### src/smo_defs.vh
// Constants for the setpoint menu and output decision block.
// Assumes a 125 MHz system clock and a 1 ms tick timebase.
`ifndef SMO_DEFS_VH
`define SMO_DEFS_VH

// Switching function codes
`define SMO_MODE_NONE 3'h0
`define SMO_MODE_TWO 3'h1
`define SMO_MODE_THREE 3'h2
`define SMO_MODE_TWO_AL 3'h3
`define SMO_MODE_THREE_AL 3'h4
`define SMO_MODE_AL 3'h5

// Parameter indices
`define SMO_P_ON1 3'h0
`define SMO_P_OFF1 3'h1
`define SMO_P_ON2 3'h2
`define SMO_P_OFF2 3'h3
`define SMO_P_HI 3'h4
`define SMO_P_LO 3'h5
`define SMO_P_WAIT 3'h6
`define SMO_P_END 3'h7

// Timebase
`define SMO_CLK_MHZ 125
`define SMO_TICK_US 1000
`define SMO_MENU_TIMEOUT_MS 17'h0EA60
`define SMO_OPEN_HOLD_MS 12'h7D0
`define SMO_REPEAT_HOLD_MS 12'h3E8
`define SMO_FAST_HOLD_MS 12'hBB8
`define SMO_SLOW_PERIOD_MS 8'hC8
`define SMO_FAST_PERIOD_MS 8'h32
`define SMO_MS_PER_SEC 10'h3E8
`define SMO_SW_UNIT_MS 12'h00A

// Value limits and reset values
`define SMO_VAL_MAX 16'h270F
`define SMO_VAL_MIN 16'hF831
`define SMO_WAIT_MIN 16'h0000
`define SMO_RST_POINT 16'h0000

`endif

### src/smo_btn.v
// Button press, auto-repeat and long-hold detection.
// Assumes a clean synchronous level and a 1 ms tick pulse.
`include "smo_defs.vh"

module smo_btn (
   input wire sys_clk,
   input wire rst_n,
   input wire tick,
   input wire pressed,
   output reg step,
   output reg long_hold
);
   reg pressed_q;
   reg [11:0] held_ms;
   reg [7:0] rep_ms;
   wire [7:0] period;

   // Repeat speeds up after the longer hold
   assign period = (held_ms >= `SMO_FAST_HOLD_MS) ? `SMO_FAST_PERIOD_MS
                                                   : `SMO_SLOW_PERIOD_MS;

   // Press edge, hold timing and repeat pulses
   always @(posedge sys_clk)
   begin
      if (!rst_n)
      begin
         pressed_q <= 1'b0;
         held_ms <= 12'h000;
         rep_ms <= 8'h00;
         step <= 1'b0;
         long_hold <= 1'b0;
      end
      else
      begin
         pressed_q <= pressed;
         step <= 1'b0;
         long_hold <= pressed && (held_ms >= `SMO_OPEN_HOLD_MS);
         if (!pressed)
         begin
            held_ms <= 12'h000;
            rep_ms <= 8'h00;
         end
         else if (!pressed_q)
            step <= 1'b1;
         else if (tick)
         begin
            if (held_ms < `SMO_FAST_HOLD_MS)
               held_ms <= held_ms + 12'h001;
            if (held_ms >= `SMO_REPEAT_HOLD_MS)
            begin
               if (rep_ms >= period - 8'h01)
               begin
                  step <= 1'b1;
                  rep_ms <= 8'h00;
               end
               else
                  rep_ms <= rep_ms + 8'h01;
            end
         end
      end
   end
endmodule // smo_btn

### src/smo_menu.v
// Setpoint menu, limit alarms and output mapping.
// Assumes synchronous button levels (high while pressed) and a
// measured value already scaled to display digits.
`include "smo_defs.vh"

module smo_menu #(
   parameter TICK_CYCLES = `SMO_TICK_US * `SMO_CLK_MHZ
) (
   input wire sys_clk,
   input wire rst_n,
   input wire btn_select,
   input wire btn_up,
   input wire btn_down,
   input wire signed [15:0] measured_value,
   input wire value_error,
   input wire [2:0] switching_function_select,
   input wire [7:0] out1_switch_wait,
   input wire [7:0] out2_switch_wait,
   input wire out1_fault_state,
   input wire out2_fault_state,
   output reg menu_active,
   output reg menu_editing,
   output reg [2:0] menu_param,
   output reg [15:0] menu_value,
   output reg alarm_max,
   output reg alarm_min,
   output reg relay1,
   output reg relay2,
   output reg out3
);
   localparam ST_IDLE = 2'h0;
   localparam ST_NAME = 2'h1;
   localparam ST_EDIT = 2'h2;
   localparam [31:0] TICK_FULL = TICK_CYCLES - 1;
   localparam [16:0] TICK_LAST = TICK_FULL[16:0];

   ////////////////////////////////////////////////////////////////
   // Functions

   // Next parameter of the mode sequence; END gives the first
   function [2:0] param_next;
      input [2:0] mode;
      input [2:0] cur;
      begin
         param_next = `SMO_P_END;
         case (mode)
            `SMO_MODE_TWO, `SMO_MODE_TWO_AL:
            begin
               if (cur == `SMO_P_END)
                  param_next = `SMO_P_ON1;
               else if (cur == `SMO_P_ON1)
                  param_next = `SMO_P_OFF1;
               else if (cur == `SMO_P_OFF1 && mode == `SMO_MODE_TWO_AL)
                  param_next = `SMO_P_HI;
               else if (cur == `SMO_P_HI || cur == `SMO_P_LO)
                  param_next = cur + 3'h1;
            end
            `SMO_MODE_THREE, `SMO_MODE_THREE_AL:
            begin
               if (cur == `SMO_P_END)
                  param_next = `SMO_P_ON1;
               else if (cur < `SMO_P_OFF2)
                  param_next = cur + 3'h1;
               else if (cur < `SMO_P_WAIT && mode == `SMO_MODE_THREE_AL)
                  param_next = cur + 3'h1;
            end
            `SMO_MODE_AL:
            begin
               if (cur == `SMO_P_END)
                  param_next = `SMO_P_HI;
               else if (cur == `SMO_P_HI || cur == `SMO_P_LO)
                  param_next = cur + 3'h1;
            end
            default:
               param_next = `SMO_P_END;
         endcase
      end
   endfunction

   // One step up or down with wrap-around
   function [15:0] adjust;
      input [15:0] v;
      input up;
      input [2:0] idx;
      reg [15:0] lo;
      begin
         lo = (idx == `SMO_P_WAIT) ? `SMO_WAIT_MIN : `SMO_VAL_MIN;
         if (up)
            adjust = ($signed(v) >= $signed(`SMO_VAL_MAX)) ? lo
                                                       : v + 16'h0001;
         else
            adjust = ($signed(v) <= $signed(lo)) ? `SMO_VAL_MAX
                                             : v - 16'h0001;
      end
   endfunction

   // Reset value of each setpoint
   function [15:0] sp_reset;
      input [2:0] idx;
      begin
         if (idx == `SMO_P_HI)
            sp_reset = `SMO_VAL_MAX;
         else if (idx == `SMO_P_LO)
            sp_reset = `SMO_VAL_MIN;
         else
            sp_reset = `SMO_RST_POINT;
      end
   endfunction

   ////////////////////////////////////////////////////////////////
   // Declarations

   reg [16:0] tick_cnt;
   reg tick;
   reg [1:0] state;
   reg [16:0] idle_ms;
   reg [15:0] sp [0:6];
   integer i;
   wire sel_step;
   wire sel_long;
   wire up_step;
   wire down_step;
   wire any_step;
   wire timeout;
   wire [2:0] first_param;
   wire [2:0] following_param;
   wire [1:0] cond;
   wire [1:0] alarm;
   wire [13:0] wait_sec;
   wire func1;
   wire func2;
   wire any_alarm;

   ////////////////////////////////////////////////////////////////
   // Timebase

   // Single millisecond tick for every timed function
   always @(posedge sys_clk)
   begin
      if (!rst_n)
      begin
         tick_cnt <= 17'h00000;
         tick <= 1'b0;
      end
      else
      begin
         tick <= (tick_cnt == TICK_LAST);
         if (tick_cnt == TICK_LAST)
            tick_cnt <= 17'h00000;
         else
            tick_cnt <= tick_cnt + 17'h00001;
      end
   end

   ////////////////////////////////////////////////////////////////
   // Buttons

   smo_btn u_sel (
      .sys_clk(sys_clk),
      .rst_n(rst_n),
      .tick(tick),
      .pressed(btn_select),
      .step(sel_step),
      .long_hold(sel_long)
   );

   smo_btn u_up (
      .sys_clk(sys_clk),
      .rst_n(rst_n),
      .tick(tick),
      .pressed(btn_up),
      .step(up_step),
      .long_hold()
   );

   smo_btn u_down (
      .sys_clk(sys_clk),
      .rst_n(rst_n),
      .tick(tick),
      .pressed(btn_down),
      .step(down_step),
      .long_hold()
   );

   ////////////////////////////////////////////////////////////////
   // Menu

   assign any_step = sel_step | up_step | down_step;
   assign timeout = (idle_ms > `SMO_MENU_TIMEOUT_MS);
   assign first_param = param_next(switching_function_select, `SMO_P_END);
   assign following_param = param_next(switching_function_select, menu_param);

   // Inactivity timer, held clear while a button is down
   always @(posedge sys_clk)
   begin
      if (!rst_n)
         idle_ms <= 17'h00000;
      else if (any_step || btn_select || btn_up || btn_down || state == ST_IDLE)
         idle_ms <= 17'h00000;
      else if (tick && !timeout)
         idle_ms <= idle_ms + 17'h00001;
   end

   // Menu walk; value on display is the shadow copy
   always @(posedge sys_clk)
   begin
      if (!rst_n)
      begin
         state <= ST_IDLE;
         menu_param <= `SMO_P_END;
         menu_value <= 16'h0000;
         for (i = 0; i < 7; i = i + 1)
            sp[i] <= sp_reset(i[2:0]);
      end
      else
      begin
         case (state)
            ST_IDLE:
            begin
               if (sel_long && first_param != `SMO_P_END)
               begin
                  state <= ST_NAME;
                  menu_param <= first_param;
                  menu_value <= sp[first_param];
               end
            end
            ST_NAME:
            begin
               if (timeout)
               begin
                  state <= ST_IDLE;
                  menu_param <= `SMO_P_END;
               end
               else if (sel_step)
               begin
                  if (following_param == `SMO_P_END)
                     state <= ST_IDLE;
                  else
                     menu_value <= sp[following_param];
                  menu_param <= following_param;
               end
               else if (up_step || down_step)
               begin
                  state <= ST_EDIT;
                  menu_value <= adjust(menu_value, up_step, menu_param);
               end
            end
            ST_EDIT:
            begin
               if (timeout)
               begin
                  state <= ST_IDLE;
                  menu_param <= `SMO_P_END;
               end
               else if (sel_step)
               begin
                  sp[menu_param] <= menu_value;
                  state <= ST_NAME;
               end
               else if (up_step || down_step)
                  menu_value <= adjust(menu_value, up_step, menu_param);
            end
            default:
               state <= ST_IDLE;
         endcase
      end
   end

   // Display status
   always @(posedge sys_clk)
   begin
      if (!rst_n)
      begin
         menu_active <= 1'b0;
         menu_editing <= 1'b0;
      end
      else
      begin
         menu_active <= (state != ST_IDLE);
         menu_editing <= (state == ST_EDIT);
      end
   end

   ////////////////////////////////////////////////////////////////
   // Switching functions

   smo_sw u_func1 (
      .sys_clk(sys_clk),
      .rst_n(rst_n),
      .tick(tick),
      .measured_value(measured_value),
      .engage_point(sp[`SMO_P_ON1]),
      .release_point(sp[`SMO_P_OFF1]),
      .switch_wait(out1_switch_wait),
      .value_error(value_error),
      .fault_state(out1_fault_state),
      .switch_out(func1)
   );

   smo_sw u_func2 (
      .sys_clk(sys_clk),
      .rst_n(rst_n),
      .tick(tick),
      .measured_value(measured_value),
      .engage_point(sp[`SMO_P_ON2]),
      .release_point(sp[`SMO_P_OFF2]),
      .switch_wait(out2_switch_wait),
      .value_error(value_error),
      .fault_state(out2_fault_state),
      .switch_out(func2)
   );

   ////////////////////////////////////////////////////////////////
   // Limit alarms: index 0 maximum, index 1 minimum

   assign cond[0] = measured_value > $signed(sp[`SMO_P_HI]);
   assign cond[1] = measured_value < $signed(sp[`SMO_P_LO]);
   assign wait_sec = sp[`SMO_P_WAIT][13:0];

   genvar g;
   generate
      for (g = 0; g < 2; g = g + 1)
      begin : g_alarm
         reg [9:0] ms;
         reg [13:0] sec;
         // Persistence timer restarts when the condition drops
         always @(posedge sys_clk)
         begin
            if (!rst_n || !cond[g])
            begin
               ms <= 10'h000;
               sec <= 14'h0000;
            end
            else if (tick && sec < wait_sec)
            begin
               if (ms == `SMO_MS_PER_SEC - 10'h001)
               begin
                  ms <= 10'h000;
                  sec <= sec + 14'h0001;
               end
               else
                  ms <= ms + 10'h001;
            end
         end
         assign alarm[g] = cond[g] && (sec >= wait_sec);
      end
   endgenerate

   assign any_alarm = alarm[0] | alarm[1];

   ////////////////////////////////////////////////////////////////
   // Output mapping

   // Relay and alarm outputs per switching function
   always @(posedge sys_clk)
   begin
      if (!rst_n)
      begin
         relay1 <= 1'b0;
         relay2 <= 1'b0;
         out3 <= 1'b0;
         alarm_max <= 1'b0;
         alarm_min <= 1'b0;
      end
      else
      begin
         alarm_max <= alarm[0];
         alarm_min <= alarm[1];
         case (switching_function_select)
            `SMO_MODE_TWO:
            begin
               relay1 <= func1;
               relay2 <= ~func1;
               out3 <= func1;
            end
            `SMO_MODE_THREE:
            begin
               relay1 <= func1;
               relay2 <= func2;
               out3 <= func1;
            end
            `SMO_MODE_TWO_AL:
            begin
               relay1 <= func1;
               relay2 <= ~any_alarm;
               out3 <= ~any_alarm;
            end
            `SMO_MODE_THREE_AL:
            begin
               relay1 <= func1;
               relay2 <= func2;
               out3 <= ~any_alarm;
            end
            `SMO_MODE_AL:
            begin
               relay1 <= ~alarm[0];
               relay2 <= ~alarm[1];
               out3 <= ~any_alarm;
            end
            default:
            begin
               relay1 <= 1'b0;
               relay2 <= 1'b0;
               out3 <= 1'b0;
            end
         endcase
      end
   end
endmodule // smo_menu

### src/smo_sw.v
// One hysteresis switching function with delay and fault state.
// Assumes a 1 ms tick pulse and a delay given in 10 ms units.
`include "smo_defs.vh"

module smo_sw (
   input wire sys_clk,
   input wire rst_n,
   input wire tick,
   input wire signed [15:0] measured_value,
   input wire signed [15:0] engage_point,
   input wire signed [15:0] release_point,
   input wire [7:0] switch_wait,
   input wire value_error,
   input wire fault_state,
   output reg switch_out
);
   reg decision;
   reg next_decision;
   reg [11:0] wait_ms;
   wire [11:0] wait_target;

   assign wait_target = {4'h0, switch_wait} * `SMO_SW_UNIT_MS;

   // Hysteresis decision, direction set by point order
   always @*
   begin
      next_decision = decision;
      if (engage_point < release_point)
      begin
         if (measured_value < engage_point)
            next_decision = 1'b1;
         else if (measured_value > release_point)
            next_decision = 1'b0;
      end
      else
      begin
         if (measured_value > engage_point)
            next_decision = 1'b1;
         else if (measured_value < release_point)
            next_decision = 1'b0;
      end
   end

   // Output follows decision after the wait
   always @(posedge sys_clk)
   begin
      if (!rst_n)
      begin
         decision <= 1'b0;
         wait_ms <= 12'h000;
         switch_out <= 1'b0;
      end
      else
      begin
         decision <= next_decision;
         if (value_error)
         begin
            switch_out <= fault_state;
            wait_ms <= 12'h000;
         end
         else if (decision == switch_out)
            wait_ms <= 12'h000;
         else if (tick)
         begin
            if (wait_ms + 12'h001 >= wait_target)
            begin
               switch_out <= decision;
               wait_ms <= 12'h000;
            end
            else
               wait_ms <= wait_ms + 12'h001;
         end
      end
   end
endmodule // smo_sw

### config.mk
export PLATFORM = sky130hd
export DESIGN_NAME = smo_menu
export DESIGN_NICKNAME = d
export VERILOG_FILES = /design/src/smo_btn.v /design/src/smo_menu.v /design/src/smo_sw.v
export VERILOG_INCLUDE_DIRS = /design/src
export SDC_FILE = /design/constraint.sdc
export NUM_CORES = 1
export LEC_CHECK = 0
export BUFFER_PORTS_ARGS = -buffer_cell sky130_fd_sc_hd__buf_2
export CORE_MARGIN = 5
export CORE_UTILIZATION = 58
export DETAILED_ROUTE_END_ITERATION = 8
export GPL_TIMING_DRIVEN = 0
export PLACE_DENSITY = 0.78
export SLEW_MARGIN = 5
export SYNTH_ARGS = -nofsm -noshare
export SYNTH_HDL_FRONTEND = slang
export SYNTH_SLANG_ARGS = --single-unit
### constraint.sdc
create_clock -name sys_clk -period 3.55 [get_ports sys_clk]
set_clock_uncertainty 0.1 [all_clocks]
set_input_delay 0.355 -clock sys_clk [delete_from_list [all_inputs] [get_ports sys_clk]]
set_output_delay 0.355 -clock sys_clk [all_outputs]
set_load 0.1 [all_outputs]
[Word-level counts from Yosys, hierarchy flattened]
Memories as Yosys holds them, arrays and structs flattened.
Index checks and enable logic that the tools add are counted.
Storage, ports and cells
  bits in registers: 206
  latch bits: 0
  logic and storage cells: 284
  memories: 1
  RAM bits: 112
  input bits: 43
  ROM bits: 0
Operators by class
  $mul: 2
  bitwise operators: 8
  reductions and logical operators: 58
  order comparisons: 36
  mux-type cells: 90
  equal/unequal tests: 33
  shifts and indexed selects: 0
  div/mod/pow operators: 0
  add/subtract/negate cells: 20
Memory list
  sp: words 7, bits a word 16, read ports 9, clocked after memory_dff 0, write ports 7, RTL line smo_menu.v:117  | reg [15:0] sp [0:6];
Operators with widths (number)
  16-bit two-way mux: 15
  16-bit less-than comparator: 7
  16-bit greater-than comparator: 5
  12-bit by 1-bit adder with 12-bit output, second input constant: 5
  8-bit two-way mux: 6
  16-bit one-hot mux with 3 select lines: 1
  3-bit two-way mux: 13
  1-bit two-way mux: 37
  12-bit by 10-bit >= comparator with 1-bit output, second input constant: 3
  12-bit >= comparator, second input constant: 3
  12-bit less-than comparator, second input constant: 3
  17-bit by 1-bit adder with 17-bit output, second input constant: 2
  14-bit by 1-bit adder with 14-bit output, second input constant: 2
  14-bit >= comparator: 2
  14-bit less-than comparator: 2
  8-bit by 1-bit adder with 8-bit output, second input constant: 3
  12-bit >= comparator: 2
  8-bit >= comparator: 3
  12-bit two-way mux: 2
  3-bit AND reduction: 8
  8-bit by 1-bit subtractor with 8-bit output, second input constant: 3
  8-bit by 3-bit multiplier with 11-bit output, second input constant: 2
  3-bit equality test, second input constant: 7
  10-bit by 1-bit adder with 10-bit output, second input constant: 2
  45 further kinds: 109

[Longest topological paths before layout]
  depth in word-level cells: 12
  gate-level depth with buffers: 17

[Modules after synthesis]
From an unflattened synthesis, not the netlist that was laid out.
Second synthesis, totals
  cell total of the unflattened synthesis: 2668
  area, all modules: 22743.1 um^2
By module, submodules not included
  smo_menu: seq. area each 5905.7 um^2, instances 1, cells each 1626, area an instance 14197.4 um^2
  smo_sw: seq. area each 280.3 um^2, instances 2, cells each 320, area an instance 2534.9 um^2
  smo_btn: seq. area each 460.4 um^2, instances 3, cells each 134, area an instance 1158.6 um^2

[Least setup slack after synthesis]
Ideal clock, no wire load.
  path type: reg-to-reg
  from: reg menu_param[0]
  to: reg menu_value[10]
  data arrival time: 3863 ps
  stages on the path, launching flop included: 17
  required time: 3376 ps
  setup slack: -487 ps
  cell sequence: dfxtp_1 -> buf_2 -> inv_1 -> ha_1 -> and2_1 -> buf_6 -> inv_2 -> ha_1 -> or4b_1 -> o31a_1 -> o2bb2ai_2 -> a221oi_4 -> and2_1 -> buf_2 -> a2111oi_1 -> a31oi_1 -> a31oi_1
Between the ends
  cells in the longest elaborated chain, start to end: 12
Ends and longest elaborated chain
  start: declaration: RTL line smo_menu.v:23  | output reg [2:0] menu_param,
  start signal: assignment: RTL line smo_menu.v:210  | menu_param <= `SMO_P_END;
  start signal: assignment: RTL line smo_menu.v:223  | menu_param <= first_param;
  start signal: assignment: RTL line smo_menu.v:232  | menu_param <= `SMO_P_END;
  parallel branches: the longest is 12 deep, another holds memory read 7 x 16 bit
  end signal: assignment: RTL line smo_menu.v:224  | menu_value <= sp[first_param];
  end signal: assignment: RTL line smo_menu.v:239  | menu_value <= sp[following_param];
  end signal: assignment: RTL line smo_menu.v:245  | menu_value <= adjust(menu_value, up_step, menu_param);
  end: declaration: RTL line smo_menu.v:24  | output reg [15:0] menu_value,
Parallel ways; which one is timed is not known. The select of a mux whose other input is x is not followed.
A chain may end at the register's enable or synchronous reset.

[Final worst setup path]
  from: reg menu_param[0]
  to: reg menu_value[8]
The elaborated chain is that of the path after synthesis.

==> impl_metrics.csv <==
group,metric,value,unit
routing,ant_nets,0,
yosys,synth_warnings,0,
routing,route.detailed.drc,0,
final_layout,syn_to_final_growth,12.3,%
yosys,synth_async_sr_flop_share,0,%
yosys,synth_compound_area_share,16.5,%
outcome,violations,"negative setup slack",
global_routing,grt_max_degree,17,
final_layout,fillers,3259,
sta,setup_violations,2,
pwr,finalPower,0.00964,W
critical_path,cp-start-kind,"flip-flop",
pwr,comb_power_share,16.0,%
critical_path,cp_data_required_time,3.88,ns
pwr,p_seq_share,42.2,%
yosys,seq_area_frac_synth,35.2,%
yosys,synth_area_leaders,"dfxtp_1 20%, edfxtp_1 15%, ha_1 14%",
sta,fin_tns_setup,-0.0445,ns
global_routing,antenna_found_initial,1,
yosys,synthDistinctLibCells,100,
pwr,p_switching,0.00272,W
clock_tree,cts_tree,"built",
routing,first_pass_iters,7,
yosys,ys_ff_latch,334,
critical_path,critPathKind,"flip-flop to flip-flop",
yosys,synth_xor_area_share,5.93,%
pwr,p_clk_share,41.8,%
yosys,syn-cell-area,22200,um2
final_layout,nNetsFinal,3044,
floorplan,coreArea,37700,um2
yosys,synth.most_common_cell,"nor2_1",
floorplan,initial_utilization,58.8,%
final_layout,drive_gt1_share,9.44,%
placed_design,io_buffers,67,
yosys,synth-simple-area-share,21.8,%
clock_tree,clockRootBuffer,"clkbuf_16",
pwr,p_int,0.00692,W
yosys,synthTopCellsByCount,"314 x nor2_1, 253 x nand2_1, 248 x ha_1, 222 x dfxtp_1, 186 x inv_1",
routing,dr_total_vias,20600,
sta,fmax,279,MHz
global_routing,grt_pass1_wl,110000,um
placed_design,gp_routability_congestion,1.09,
sta,finalMaxSlewViolations,0,
routing,routed_wl,72400,um
run,cap_violations,0,
clock_tree,clock_sinks,334,
pwr,p_sw_share,28.2,%
clock_tree,clockBufferDepth,3,
yosys,post-synth-top-area-fraction,20.1,%
final_layout,ff_latch_area,7810,um2
final_layout,multi_input_area,13400,um2
clock_tree,h-tree-depth,2,
placed_design,hpwl,55300,um
sta,worst_slew_pin_slew,1.20,ns
clock_tree,cts_buffers,39,
sta,slew_headroom,20.3,%
sta,finalHoldViolCount,0,
sta,rsz0062_at_grt,"true",
yosys,synthCells,2619,
routing,drtIter0Drc,2341,
sta,period_share,101,%
critical_path,end_kind,"flip-flop",
floorplan,die_x,205,um
clock_tree,path_clk_slew,0.06,ns
critical_path,cp_max_fo,10,
global_routing,grt_overflow,0,
yosys,syn_area_per_cell,8.46,um2
yosys,yosysTopAreaCell,"dfxtp_1",
outcome,status,"complete, but fails checks",
routing,routedWlPerCell,22.0,um
routing,viasPerCell,6.26,
floorplan,die_area,42200,um2
yosys,synth.net_count,2912,
global_routing,track_usage,33.6,%
sta,fin_crit,3.58,ns
global_routing,grt_pass1_vias,19700,
yosys,synth_top_family_by_area,"simple AND/OR/NAND/NOR gates",
floorplan,fp-row-count,71,
floorplan,die_h,205,um
pwr,power_density,387,nW/um2
floorplan,ioPinCount,69,
yosys,synth_flop_cell,"dfxtp_1",
critical_path,arrival,3.91,ns
yosys,muxShareOfSynthArea,1.05,%
yosys,synthAdderAreaFrac,14.2,%
yosys,synth_edf_count,112,
clock_tree,clk_latency,0.56,ns
hold_path,hold_class,"input port to flip-flop",
pwr,ir_drop,0.380,mV
sta,fin_ws,-0.0291,ns
pwr,leakage,10.4,nW
[layout make-up]
cell class	count	area share (%)
Multi-Input combinational cell	1990	53.9
Sequential cell	334	31.4
Clock buffer	54	4.52
Inverter	187	2.83
Tap cell	511	2.57
Timing Repair Buffer	92	2.26
Buffer	107	2.01
Clock inverter	12	0.538
Antenna cell	1	0.0101
[worst max-delay path, cell delays in order, from the launching register on]
cell      delay [ns]
dfxtp_4         0.35
ha_1            0.20
ha_2            0.30
nor3b_1         0.24
o32ai_2         0.18
o21bai_4        0.36
and2_1          0.19
buf_2           0.31
buf_2           0.37
o211ai_1        0.19
a32oi_1         0.43
a21o_1          0.17
o21ai_1         0.05
[repair_timing]
| action | in CTS | in global routing |
|---|---|---|
| endpoints found under the setup margin | 126 | 189 |
| buffers inserted | 11 | 10 |
| pin swaps | 8 | 9 |
| endpoints found under the hold margin | 1 | 0 |
| hold buffers | 1 | 0 |
| gates resized for setup | 47 | 37 |
| cloned | 1 | 1 |
[registers in the layout, summed over array words and instances, names as in the netlist, 12 cells and up]
register and cells:
g_alarm.ms 20, u_up.held_ms 12, tick_cnt 17, g_alarm.sec 28, u_sel.held_ms 12, idle_ms 17, u_func1.wait_ms 12, menu_value 16
u_func2.wait_ms 12, u_down.held_ms 12, sp 128
[routing by layer]
metal / share of wire [%] / GRT usage, % / vias to the layer above
li1: - / - / 9595
met1: 41 / 44.8 / 9739
met2: 45 / 53.8 / 1023
met3: 10 / 6.76 / 213
met4: 4.4 / 13.4 / 0
met5: 0 / 0 / -
[power groups by stage]
stage          Sequential, W  Combinational [W]  Clock (W)
6_report             0.00407            0.00154    0.00403
2_1_floorplan        0.00421           0.000852          0
3_3_place_gp         0.00414            0.00138          0
4_1_cts              0.00406            0.00146    0.00407
5_1_grt              0.00407            0.00164    0.00424
3_5_place_dp         0.00414            0.00141          0
[cells in the final DEF (no fill, tap or decap), types with 7 or more instances in the layout]
master,netlist,routed
a211oi_1,8,8
a21oi_1,170,168
nand2_1,253,247
inv_1,186,185
a21o_1,53,53
or3_1,25,25
buf_2,27,88
a211o_1,12,12
mux2i_1,21,19
o211ai_1,44,44
nand2b_1,23,22
nor2b_1,24,24
o21ai_1,7,9
xnor2_1,53,53
and2_1,14,12
clkbuf_2,0,8
a311oi_1,8,7
ha_1,248,247
and3_1,52,52
nand3b_1,17,17
nor3_1,43,41
a31oi_1,29,29
edfxtp_1,112,112
dfxtp_1,222,219
o21ai_0,115,109
nor4_1,10,10
o21a_1,13,13
clkbuf_1,75,73
o31ai_1,8,8
xor2_1,94,94
buf_4,3,25
nor2_1,314,308
and4_1,12,12
nand4_1,68,68
o22ai_1,19,18
clkbuf_16,0,42
nand3_1,108,105
a22oi_1,7,7
[cell families after synthesis]
logic type,Yosys count
AO/OA/AOI/OAI,563
multiplexers,23
adder cells (fa/ha/maj),250
AND/OR/NAND/NOR,1004
flip-flops,334
buffers and inverters,297
XOR/XNOR,148
[path summary, 6_finish.rpt]
check	from	end	slack [ns]	depth (start not counted)
max	menu_param[0]	menu_value[8]	-0.03	12
min	value_error	u_func2.switch_out	0.03	3
max reg2reg	menu_param[0]	menu_value[8]	-0.03	12
min reg2reg	sp[6][8]	sp[6][8]	0.35	2
[through the flow]
stage / hold WS, ns / std cells / instance area, um2 / utilization [%] / setup slack (ns)
3_5_place_dp: 0.344 / 3200 / 23200 / 61.5 / -0.731
2_1_floorplan: 0.318 / 2619 / 22200 / - / 0.0207
5_1_grt: 0.0712 / 3288 / 24900 / 66.1 / -0.0186
6_report: 0.0274 / 3288 / 24900 / 66.1 / -0.0291
4_1_cts: 0.00977 / 3277 / 24700 / 65.6 / 0.00106
3_3_place_gp: 0.328 / 3197 / 23100 / 61.4 / -1.67
(Power assumes the default switching activity.)
